==> config.mk <==
export PLATFORM = sky130hd
export DESIGN_NAME = dual_period_timer_pair
export DESIGN_NICKNAME = d
export VERILOG_FILES = /design/src/dual_timer_pkg.sv /design/src/dual_period_timer_pair.sv
export SDC_FILE = /design/constraint.sdc
export NUM_CORES = 1
export LEC_CHECK = 0
export BUFFER_PORTS_ARGS = -buffer_cell sky130_fd_sc_hd__buf_4
export CORE_MARGIN = 2
export CORE_UTILIZATION = 35
export CTS_CLUSTER_DIAMETER = 30
export DETAILED_ROUTE_END_ITERATION = 12
export PLACE_DENSITY = 0.61
export SYNTH_ARGS = -nofsm -noshare
export SYNTH_HDL_FRONTEND = slang
export SYNTH_SLANG_ARGS = --single-unit
==> constraint.sdc <==
create_clock -name ref_clk -period 2.2 [get_ports ref_clk]
set_clock_uncertainty 0.1 [all_clocks]
set_input_delay 0.11 -clock ref_clk [delete_from_list [all_inputs] [get_ports ref_clk]]
set_output_delay 0.11 -clock ref_clk [all_outputs]
set_load 0.02 [all_outputs]
==> src/dual_timer_pkg.sv <==
// Constants and types for the dual period timer pair
package dual_timer_pkg;
    // ==========================================================
    // Register indices, banks, byte address = bank*256 + index*4
    localparam logic [7:0] IDX_FIRST_COUNT = 8'h10;
    localparam logic [7:0] IDX_SECOND_COUNT = 8'h11;
    localparam logic [7:0] IDX_FIRST_PERIOD = 8'h14;
    localparam logic [7:0] IDX_SECOND_PERIOD = 8'h15;
    localparam logic [7:0] IDX_FLAGS = 8'h16;
    localparam logic [7:0] IDX_ENABLES = 8'h17;
    localparam logic [7:0] IDX_CONFIG = 8'h16;
    localparam logic [7:0] IDX_CONTROL = 8'h17;
    localparam logic [1:0] BANK_EVENTS = 2'h1;
    localparam logic [1:0] BANK_TIMER = 2'h2;
    localparam logic [1:0] BANK_SETUP = 2'h3;
    localparam int ADDR_W = 12;
    // ==========================================================
    // Field positions and masks
    localparam int CASCADE_BIT = 3;
    localparam int SEL2_BIT = 1;
    localparam int SEL1_BIT = 0;
    localparam int RUN2_BIT = 1;
    localparam int RUN1_BIT = 0;
    localparam int WRAP2_BIT = 5;
    localparam int WRAP1_BIT = 4;
    localparam logic [7:0] FLAG_MASK = 8'h30;
    localparam logic [7:0] CONFIG_MASK = 8'h0B;
    localparam logic [7:0] CONTROL_MASK = 8'h03;
    // ==========================================================
    // Reset values
    localparam logic [7:0] RST_CONFIG = 8'h00;
    localparam logic [7:0] RST_CONTROL = 8'h00;
    localparam logic [7:0] RST_FLAGS = 8'h00;
    localparam logic [7:0] RST_ENABLES = 8'h00;
    localparam logic [7:0] RST_COUNT = 8'h00;
    // ==========================================================
    // Timing: one instruction cycle is four oscillator periods
    localparam int CLK_PERIOD_NS = 50;
    localparam int INSTR_NS = 200;
    localparam int INSTR_CYCLES = INSTR_NS / CLK_PERIOD_NS;
    localparam logic [1:0] DIV_LAST = 2'(INSTR_CYCLES - 1);
    // ==========================================================
    // Bus answers
    localparam logic [1:0] RESP_OKAY = 2'h0;
    localparam logic [1:0] RESP_SLVERR = 2'h2;

    typedef enum logic [3:0] {
        SEL_NONE, SEL_CNT1, SEL_CNT2, SEL_PER1, SEL_PER2,
        SEL_FLAGS, SEL_EN, SEL_CONFIG, SEL_CTRL
    } reg_sel_t;

    typedef struct packed {
        logic [1:0] extSync;
        logic extPrev;
        logic [1:0] div;
        logic intTick;
        logic [7:0] cnt1;
        logic [7:0] cnt2;
        logic [7:0] per1;
        logic [7:0] per2;
        logic [7:0] flags;
        logic [7:0] enables;
        logic [7:0] setup;
        logic [7:0] control;
        logic awHeld;
        logic [ADDR_W-1:0] awAddr;
        logic wHeld;
        logic [7:0] wData;
        logic wLane;
        logic awRdy;
        logic wRdy;
        logic bValid;
        logic [1:0] bResp;
        logic arRdy;
        logic rValid;
        logic [31:0] rData;
        logic [1:0] rResp;
        logic irq;
    } state_t;
endpackage : dual_timer_pkg

==> src/dual_period_timer_pair.sv <==
// Dual 8-bit period timer pair with cascade mode and AXI4-Lite registers
//
// Our own choice: the AXI4-Lite register port.
`timescale 1ns/1ps
// Notes on behaviour
// - First counter wraps at period, sets flag one
// - Second counter wraps at period, sets flag two
// - Shared external pin may clock either timer
// - Flags interrupt only when enabled
// - Cascade joins counters, first is low byte
// - Cascade count wraps at joined period, flag one
// - Cascade uses first clock select only
// - Select clear: instruction clock; set: falling pin
// - External pin synchronised before counting
// - Cascade needs both run bits; first alone: low
// - Config: cascade bit3, selects bits1,0; reset zero
// - Control: run bits 1,0; reset zero
// - Flags bits 5,4; enables same positions
module dual_period_timer_pair (
    input wire logic ref_clk,
    input wire logic rst,
    input wire logic sharedExtClockPin,
    input wire logic [11:0] s_axi_awaddr,
    input wire logic s_axi_awvalid,
    output logic s_axi_awready,
    input wire logic [31:0] s_axi_wdata,
    input wire logic [3:0] s_axi_wstrb,
    input wire logic s_axi_wvalid,
    output logic s_axi_wready,
    output logic [1:0] s_axi_bresp,
    output logic s_axi_bvalid,
    input wire logic s_axi_bready,
    input wire logic [11:0] s_axi_araddr,
    input wire logic s_axi_arvalid,
    output logic s_axi_arready,
    output logic [31:0] s_axi_rdata,
    output logic [1:0] s_axi_rresp,
    output logic s_axi_rvalid,
    input wire logic s_axi_rready,
    output logic irq
);
    // ==========================================================
    // Address decode
    function automatic dual_timer_pkg::reg_sel_t decode(input logic [11:0] a);
        logic [1:0] bank;
        logic [7:0] idx;
        dual_timer_pkg::reg_sel_t sel;
        bank = a[9:8];
        idx = {2'h0, a[7:2]};
        sel = dual_timer_pkg::SEL_NONE;
        if (a[11:10] == 2'h0 && a[1:0] == 2'h0) begin
            if (bank == dual_timer_pkg::BANK_TIMER) begin
                if (idx == dual_timer_pkg::IDX_FIRST_COUNT) sel = dual_timer_pkg::SEL_CNT1;
                if (idx == dual_timer_pkg::IDX_SECOND_COUNT) sel = dual_timer_pkg::SEL_CNT2;
                if (idx == dual_timer_pkg::IDX_FIRST_PERIOD) sel = dual_timer_pkg::SEL_PER1;
                if (idx == dual_timer_pkg::IDX_SECOND_PERIOD) sel = dual_timer_pkg::SEL_PER2;
            end
            if (bank == dual_timer_pkg::BANK_EVENTS) begin
                if (idx == dual_timer_pkg::IDX_FLAGS) sel = dual_timer_pkg::SEL_FLAGS;
                if (idx == dual_timer_pkg::IDX_ENABLES) sel = dual_timer_pkg::SEL_EN;
            end
            if (bank == dual_timer_pkg::BANK_SETUP) begin
                if (idx == dual_timer_pkg::IDX_CONFIG) sel = dual_timer_pkg::SEL_CONFIG;
                if (idx == dual_timer_pkg::IDX_CONTROL) sel = dual_timer_pkg::SEL_CTRL;
            end
        end
        return sel;
    endfunction : decode

    // ==========================================================
    // State
    dual_timer_pkg::state_t st_r;
    dual_timer_pkg::state_t st_nxt;
    logic extFall;
    logic tick1;
    logic tick2;
    logic cascade;
    logic run1;
    logic run2;
    logic doWrite;
    logic [7:0] wrapSet;
    dual_timer_pkg::reg_sel_t wrSel;
    dual_timer_pkg::reg_sel_t rdSel;

    always_comb begin
        st_nxt = st_r;
        // First sync stage feeds only the second
        st_nxt.extSync = {st_r.extSync[0], sharedExtClockPin};
        st_nxt.extPrev = st_r.extSync[1];
        extFall = st_r.extPrev & ~st_r.extSync[1];
        st_nxt.div = st_r.div + 2'h1;
        st_nxt.intTick = (st_r.div == dual_timer_pkg::DIV_LAST);
        cascade = st_r.setup[dual_timer_pkg::CASCADE_BIT];
        run1 = st_r.control[dual_timer_pkg::RUN1_BIT];
        run2 = st_r.control[dual_timer_pkg::RUN2_BIT];
        tick1 = st_r.setup[dual_timer_pkg::SEL1_BIT] ? extFall : st_r.intTick;
        if (cascade) begin
            tick2 = tick1;
        end else begin
            tick2 = st_r.setup[dual_timer_pkg::SEL2_BIT] ? extFall : st_r.intTick;
        end
        wrapSet = 8'h00;

        // ======================================================
        // Counting
        if (cascade) begin
            if (run1 && tick1) begin
                if (run2) begin
                    if ({st_r.cnt2, st_r.cnt1} == {st_r.per2, st_r.per1}) begin
                        st_nxt.cnt1 = 8'h00;
                        st_nxt.cnt2 = 8'h00;
                        wrapSet[dual_timer_pkg::WRAP1_BIT] = 1'b1;
                    end else begin
                        {st_nxt.cnt2, st_nxt.cnt1} = {st_r.cnt2, st_r.cnt1} + 16'h0001;
                    end
                end else if (st_r.cnt1 == st_r.per1) begin
                    st_nxt.cnt1 = 8'h00;
                    wrapSet[dual_timer_pkg::WRAP1_BIT] = 1'b1;
                end else begin
                    st_nxt.cnt1 = st_r.cnt1 + 8'h01;
                end
            end
        end else begin
            if (run1 && tick1) begin
                if (st_r.cnt1 == st_r.per1) begin
                    st_nxt.cnt1 = 8'h00;
                    wrapSet[dual_timer_pkg::WRAP1_BIT] = 1'b1;
                end else begin
                    st_nxt.cnt1 = st_r.cnt1 + 8'h01;
                end
            end
            if (run2 && tick2) begin
                if (st_r.cnt2 == st_r.per2) begin
                    st_nxt.cnt2 = 8'h00;
                    wrapSet[dual_timer_pkg::WRAP2_BIT] = 1'b1;
                end else begin
                    st_nxt.cnt2 = st_r.cnt2 + 8'h01;
                end
            end
        end

        // ======================================================
        // Write channel: address and data taken in either order
        if (s_axi_awvalid && st_r.awRdy) begin
            st_nxt.awHeld = 1'b1;
            st_nxt.awAddr = s_axi_awaddr;
        end
        if (s_axi_wvalid && st_r.wRdy) begin
            st_nxt.wHeld = 1'b1;
            st_nxt.wData = s_axi_wdata[7:0];
            st_nxt.wLane = s_axi_wstrb[0];
        end
        doWrite = st_r.awHeld & st_r.wHeld;
        wrSel = decode(st_r.awAddr);
        if (doWrite) begin
            st_nxt.awHeld = 1'b0;
            st_nxt.wHeld = 1'b0;
            st_nxt.bValid = 1'b1;
            st_nxt.bResp = (wrSel == dual_timer_pkg::SEL_NONE) ?
                dual_timer_pkg::RESP_SLVERR : dual_timer_pkg::RESP_OKAY;
        end else if (st_r.bValid && s_axi_bready) begin
            st_nxt.bValid = 1'b0;
        end
        // Software write to a count beats the increment
        if (doWrite && st_r.wLane) begin
            unique case (wrSel)
                dual_timer_pkg::SEL_CNT1: st_nxt.cnt1 = st_r.wData;
                dual_timer_pkg::SEL_CNT2: st_nxt.cnt2 = st_r.wData;
                dual_timer_pkg::SEL_PER1: st_nxt.per1 = st_r.wData;
                dual_timer_pkg::SEL_PER2: st_nxt.per2 = st_r.wData;
                dual_timer_pkg::SEL_FLAGS: begin
                    st_nxt.flags = st_r.flags & ~(st_r.wData & dual_timer_pkg::FLAG_MASK);
                end
                dual_timer_pkg::SEL_EN: begin
                    st_nxt.enables = st_r.wData & dual_timer_pkg::FLAG_MASK;
                end
                dual_timer_pkg::SEL_CONFIG: begin
                    st_nxt.setup = st_r.wData & dual_timer_pkg::CONFIG_MASK;
                end
                dual_timer_pkg::SEL_CTRL: begin
                    st_nxt.control = st_r.wData & dual_timer_pkg::CONTROL_MASK;
                end
                default: begin
                end
            endcase
        end
        // Set wins over a same-cycle clear
        st_nxt.flags = st_nxt.flags | wrapSet;
        st_nxt.awRdy = ~st_nxt.awHeld & ~st_nxt.bValid;
        st_nxt.wRdy = ~st_nxt.wHeld & ~st_nxt.bValid;

        // ======================================================
        // Read channel
        rdSel = decode(s_axi_araddr);
        if (s_axi_arvalid && st_r.arRdy) begin
            st_nxt.rValid = 1'b1;
            st_nxt.rResp = dual_timer_pkg::RESP_OKAY;
            unique case (rdSel)
                dual_timer_pkg::SEL_CNT1: st_nxt.rData = {24'h000000, st_r.cnt1};
                dual_timer_pkg::SEL_CNT2: st_nxt.rData = {24'h000000, st_r.cnt2};
                dual_timer_pkg::SEL_PER1: st_nxt.rData = {24'h000000, st_r.per1};
                dual_timer_pkg::SEL_PER2: st_nxt.rData = {24'h000000, st_r.per2};
                dual_timer_pkg::SEL_FLAGS: st_nxt.rData = {24'h000000, st_r.flags};
                dual_timer_pkg::SEL_EN: st_nxt.rData = {24'h000000, st_r.enables};
                dual_timer_pkg::SEL_CONFIG: st_nxt.rData = {24'h000000, st_r.setup};
                dual_timer_pkg::SEL_CTRL: st_nxt.rData = {24'h000000, st_r.control};
                default: begin
                    st_nxt.rData = 32'h00000000;
                    st_nxt.rResp = dual_timer_pkg::RESP_SLVERR;
                end
            endcase
        end else if (st_r.rValid && s_axi_rready) begin
            st_nxt.rValid = 1'b0;
        end
        st_nxt.arRdy = ~st_nxt.rValid;
        st_nxt.irq = |(st_nxt.flags & st_nxt.enables & dual_timer_pkg::FLAG_MASK);
    end

    always_ff @(posedge ref_clk) begin
        if (rst) begin
            st_r <= '0;
        end else begin
            st_r <= st_nxt;
        end
    end

    assign s_axi_awready = st_r.awRdy;
    assign s_axi_wready = st_r.wRdy;
    assign s_axi_bvalid = st_r.bValid;
    assign s_axi_bresp = st_r.bResp;
    assign s_axi_arready = st_r.arRdy;
    assign s_axi_rvalid = st_r.rValid;
    assign s_axi_rdata = st_r.rData;
    assign s_axi_rresp = st_r.rResp;
    assign irq = st_r.irq;
endmodule : dual_period_timer_pair

==> results_dict.tcl, run 1 <==
set metrics [dict create \
    nFillCells 1265 \
    grt_busiest_layer "met2" \
    yosysWarnings 0 \
    yosysTopAreaCell "dfxtp_1" \
    cts_sinks 86 \
    rr_startpoint "st_r[61]" \
    met2_usage 0.2678 \
    synth_edf_count 0 \
    cp_top_family "simple AND/OR/NAND/NOR gates" \
    ys_seq_area_frac 0.3656 \
    grt_overflow_total 0 \
    setup_viol 0 \
    syn_to_final_growth_pct 24.44 \
    seq_area_um2 1725 \
    crit_slowest_cell "dfxtp_1" \
    grtUsageMet1 0.2426 \
    synth_top_area_frac 0.3656 \
    grt_pass1_vias 3879 \
    detailroute.via_count 4093 \
    hpwl_um 8707 \
    slowest_delay_ns 0.46 \
    wire_per_inst_um 15.15 \
    final_hold_viol_count 0 \
    n_antenna_cell 0 \
    placed_cells 767 \
    antenna_found_initial 0 \
    ys.flop_type "dfxtp_1" \
    drc 0 \
    slew_viol_final 0 \
    clk_path_buf_depth 2 \
    p_leak_nw 2.268 \
    htree_levels 3 \
    grt_pass1_wl_um 19720 \
    fin_crit_ns 2.091 \
    multi_input_area_um2 2659 \
    drv_cap 0 \
    synth_area_um2 4710 \
    grt_max_degree 45 \
    postLayoutCellArea_um2 5861 \
    vias_per_cell 5.066 \
    tritoncts "done" \
    largest-register "st_r" \
    avgSynthCellArea_um2 8.563 \
    hold_class "in -> reg" \
    dieArea_um2 14400 \
    status "completed" \
    finalWirelength_um 12240 \
    clk_latency_ns 0.34 \
    synthArstFlopShare 0 \
    numCtsBuffers 9 \
    synth.ff_latch_count 86 \
    criticalPathCategory "reg -> reg" \
    synth.area.top_cells "dfxtp_1, mux2i_1, nand2_1, buf_4, a21oi_1" \
    rows 42 \
    drive_gt1_frac 0.2025 \
    min_from "rst" \
    drt_first_pass_iters 4 \
    p_per_area_nw_per_um2 615.1 \
    crit_chain "nor4b_4 > o2111ai_2 > or3b_1 > buf_12 > nand2_1 > a21oi_1 > a221oi_2" \
    initial_core_util 0.3570 \
    startpoint "st_r[61]" \
    grtUsageTotal 0.1729 \
    coreArea_um2 13190 \
    instances_no_fill 808 \
    boundaryPins 110 \
    required_ns 2.35 \
    die_h_um 120 \
    ys_types 69 \
    cp.buffers_inverters 1 \
    tns_ns 0 \
    arrival_ns 2.24 \
    chipWidth_um 120 \
    period_share 0.9504 \
    drtAntennaViolNets 0 \
    port_buffers 56 \
    cp-start-kind "flip-flop" \
    p_total_w 0.003605 \
    drtIter0Drc 267 \
    max_freq_mhz 478.3 \
    gp_congestion 0.9386 \
    end_kind "flip-flop" \
    largest_register_ffs 65 \
    placed_area_um2 5228 \
    synth_cells 550 \
    cts.clk_slew.worst_paths_ns 0.06 \
    ir_drop_uv 398.2 \
    cp_max_fo 15 \
    hold_ws_ns 0.1156 \
    grt_use_met3 0.03802 \
    fin_nets 699 \
    cts-root-buf "clkbuf_16" \
]
==> cells in the mapped netlist, drive strengths merged (6+ instances only) <==
master,n
nand2,80
xnor2,12
inv,7
nand4,8
mux2i,39
a311oi,6
or3,8
nor4,8
nor2,49
xor2,12
clkbuf,17
nand3,18
o22ai,6
buf,47
a21oi,49
nor3,14
nor2b,9
o21ai,10
dfxtp,86
==> placed cells by master (no fill, tap or decap), types with 8 or more instances in the layout <==
cell type / count
or3_1: 8
nor2b_1: 9
dfxtp_1: 83
a21oi_1: 48
nor2_1: 48
conb_1: 26
dlygate4sd3_1: 24
buf_4: 78
xnor2_1: 12
xor2_1: 12
nand3_1: 18
clkbuf_16: 9
o21ai_0: 8
nor3_1: 11
nand2_1: 80
mux2i_1: 39
==> power breakdown <==
| group | internal (W) | total (W) | leakage, nW | switching (W) |
|---|---|---|---|---|
| Clock | 0.00105 | 0.00165 | 0.155 | 0.000602 |
| Combinational | 0.000143 | 0.000313 | 1.41 | 0.000170 |
| Sequential | 0.00159 | 0.00164 | 0.699 | 0.0000458 |
==> cell families (layout without fill, tap and decap cells) <==
family | after synthesis | after routing | synth area share
flops | 86 | 86 | 0.3656
other cells | 1 | 26 | 0.0007963
buf+inv | 71 | 128 | 0.1004
compound gates | 95 | 95 | 0.1326
xor+xnor | 24 | 24 | 0.04463
mux | 46 | 46 | 0.1068
simple gates | 224 | 224 | 0.2412
fa+ha+maj | 3 | 3 | 0.007971
==> layer usage <==
layer	vias to the layer above	routed length, um
met5	-	0
met4	0	182
met3	13	674
met2	119	5475
met1	1933	5907
li1	2028	-
==> worst paths after layout <==
path / endpoint / slack, ns / depth (start not counted)
worst max-delay path: st_r[118] / 0.11 / 7
worst min-delay path: st_r[93] / 0.12 / 2
worst max register to register: st_r[118] / 0.11 / 7
worst min register to register: st_r[130] / 0.32 / 1
==> stage by stage <==
stage / setup WS, ns / utilization
floorplan: 0.2602 / -
global placement: 0.06710 / 0.3963
detailed placement: 0.06517 / 0.3963
CTS: 0.04998 / 0.4391
global route: -0.02194 / 0.4443
finish: 0.1091 / 0.4443
==> cell type report <==
| cell class | count | area share |
|---|---|---|
| clock buffer | 12 | 0.04377 |
| sequential | 86 | 0.2944 |
| multi-input combinational | 418 | 0.4537 |
| timing repair buffer | 106 | 0.1546 |
| tap | 176 | 0.03757 |
| inverter | 7 | 0.004483 |
| clock inverter | 3 | 0.01153 |
==> timing repair <==
item	4_1_cts	5_1_grt
endpoints found under the setup margin	0	10
hold buffers	24	0
hold endpoints to repair	24	0
gates resized for setup	0	11
buffers inserted	0	2
Power figures use the tool's default switching activity.
==> run 2: changes to the inputs <==
BUFFER_PORTS_ARGS = -buffer_cell sky130_fd_sc_hd__buf_2   (was -buffer_cell sky130_fd_sc_hd__buf_4)
PLACE_DENSITY = default   (was 0.61)
==> run 2 against run 1 <==
Effect of this change: non-clock buffer count increased by 7; sequential cell count unchanged; wire length increased by 1.3%; worst setup slack got worse by 0.027 ns; die area unchanged; design area decreased by 2.3%; largest cell class unchanged.
==> results_dict.tcl, run 2 (same netlist as run 1, synthesis figures left out) <==
set metrics [dict create \
    end_kind "flip-flop" \
    grt_pass1_wl_um 20380 \
    ir_drop_uv 427.7 \
    initial_core_util 0.3570 \
    cp.buffers_inverters 0 \
    slowest_delay_ns 0.38 \
    max_freq_mhz 472.3 \
    grt_pass1_vias 3967 \
    boundaryPins 110 \
    cp-start-kind "flip-flop" \
    grtUsageMet1 0.2466 \
    setup_viol 0 \
    nFillCells 1303 \
    chipWidth_um 120 \
    port_buffers 56 \
    status "completed" \
    slew_viol_final 0 \
    cp_max_fo 7 \
    tritoncts "done" \
    final_hold_viol_count 0 \
    die_h_um 120 \
    p_leak_nw 2.236 \
    rows 42 \
    clk_latency_ns 0.34 \
    largest_register_ffs 65 \
    cts.clk_slew.worst_paths_ns 0.06 \
    required_ns 2.32 \
    crit_chain "nand4b_1 > nand2_1 > and3_2 > nand3_1 > a311oi_1 > nor4_1" \
    drv_cap 0 \
    criticalPathCategory "reg -> reg" \
    fin_crit_ns 2.117 \
    cp_top_family "simple AND/OR/NAND/NOR gates" \
    met2_usage 0.2802 \
    drt_first_pass_iters 4 \
    finalWorstSetupSlack_ns 0.08255 \
    numCtsBuffers 9 \
    detailroute.via_count 4149 \
    drtIter0Drc 377 \
    clk_path_buf_depth 2 \
    coreArea_um2 13190 \
    hpwl_um 9059 \
    wire_per_inst_um 15.21 \
    largest-register "st_r" \
    period_share 0.9625 \
    cts-root-buf "clkbuf_16" \
    n_antenna_cell 0 \
    fin_nets 706 \
    final_core_util 0.4342 \
    vias_per_cell 5.091 \
    grt_max_degree 48 \
    drc 0 \
    reg2reg_depth 6 \
    arrival_ns 2.24 \
    placed_area_um2 5142 \
    final_cell_mix "dfxtp_1, nand2_1, buf_2" \
    layout_commonest_cell "dfxtp_1" \
    min_delay_path_depth 2 \
    rsz0062_at_grt "yes" \
    antenna_found_initial 0 \
    htree_levels 3 \
    hold_class "in -> reg" \
    drive_gt1_frac 0.2113 \
    grt_use_met3 0.03327 \
    postLayoutCellArea_um2 5727 \
    post-place-ws_ns 0.03724 \
    gp_congestion 0.8911 \
    cp.depth 6 \
    p_per_area_nw_per_um2 621.5 \
    cts_sinks 86 \
    syn_to_final_growth_pct 21.60 \
    dieArea_um2 14400 \
    grtUsageTotal 0.1772 \
    drtAntennaViolNets 0 \
    grt_overflow_total 0 \
    crit_slowest_cell "dfxtp_1" \
    finalWirelength_um 12400 \
    grt_busiest_layer "met2" \
]
==> run 2: changes by cell type in the layout (fill, tap and decap cells not counted), sizes merged <==
cell	previous run	this run
clkbuf	12	10
buf	82	89
clkinvlp	1	2
inv	7	8
==> run 2: final timing paths <==
check	from	end	slack (ns)
min reg2reg	st_r[130]	st_r[130]	0.32
max reg2reg	st_r[73]	st_r[120]	0.08
max	st_r[73]	st_r[120]	0.08
min	rst	st_r[93]	0.09
==> run 2: metrics by stage <==
stage               cells  setup TNS, ns  hold WS (ns)  power [W]
CTS                   815              0       0.09781   0.003585
finish                815              0       0.09235   0.003559
detailed placement    776              0        0.2280   0.001928
floorplan             575              0        0.1382   0.001870
global placement      776              0        0.2270   0.001921
global route          815       -0.09266        0.1105   0.003699
==> run 2: area by class of cell <==
type | count | area, um2 | area share
clock buffer | 10 | 229.0 | 0.03998
clock inverter | 5 | 83.83 | 0.01464
inverter | 7 | 26.28 | 0.004588
multi-input combinational | 418 | 2636 | 0.4603
sequential | 86 | 1725 | 0.3013
tap | 176 | 220.2 | 0.03845
timing repair buffer | 113 | 805.8 | 0.1407
==> run 2: layer usage <==
| layer | vias up | routed length [um] |
|---|---|---|
| met3 | 21 | 597 |
| met1 | 1976 | 5896 |
| met2 | 116 | 5671 |
| met4 | 0 | 231 |
| li1 | 2036 | - |
| met5 | - | 0 |
==> run 2: where the power goes <==
part	internal, W	switching [W]
Clock	0.000993	0.000636
Sequential	0.00159	0.0000420
Combinational	0.000125	0.000170
Total	0.00271	0.000848
==> run 2: what timing repair did <==
item / in CTS / in global routing
gates resized for setup: 0 / 8
endpoints found under the setup margin: 0 / 11
hold buffers: 24 / 0
buffers inserted: 0 / 0
endpoints found under the hold margin: 24 / 0
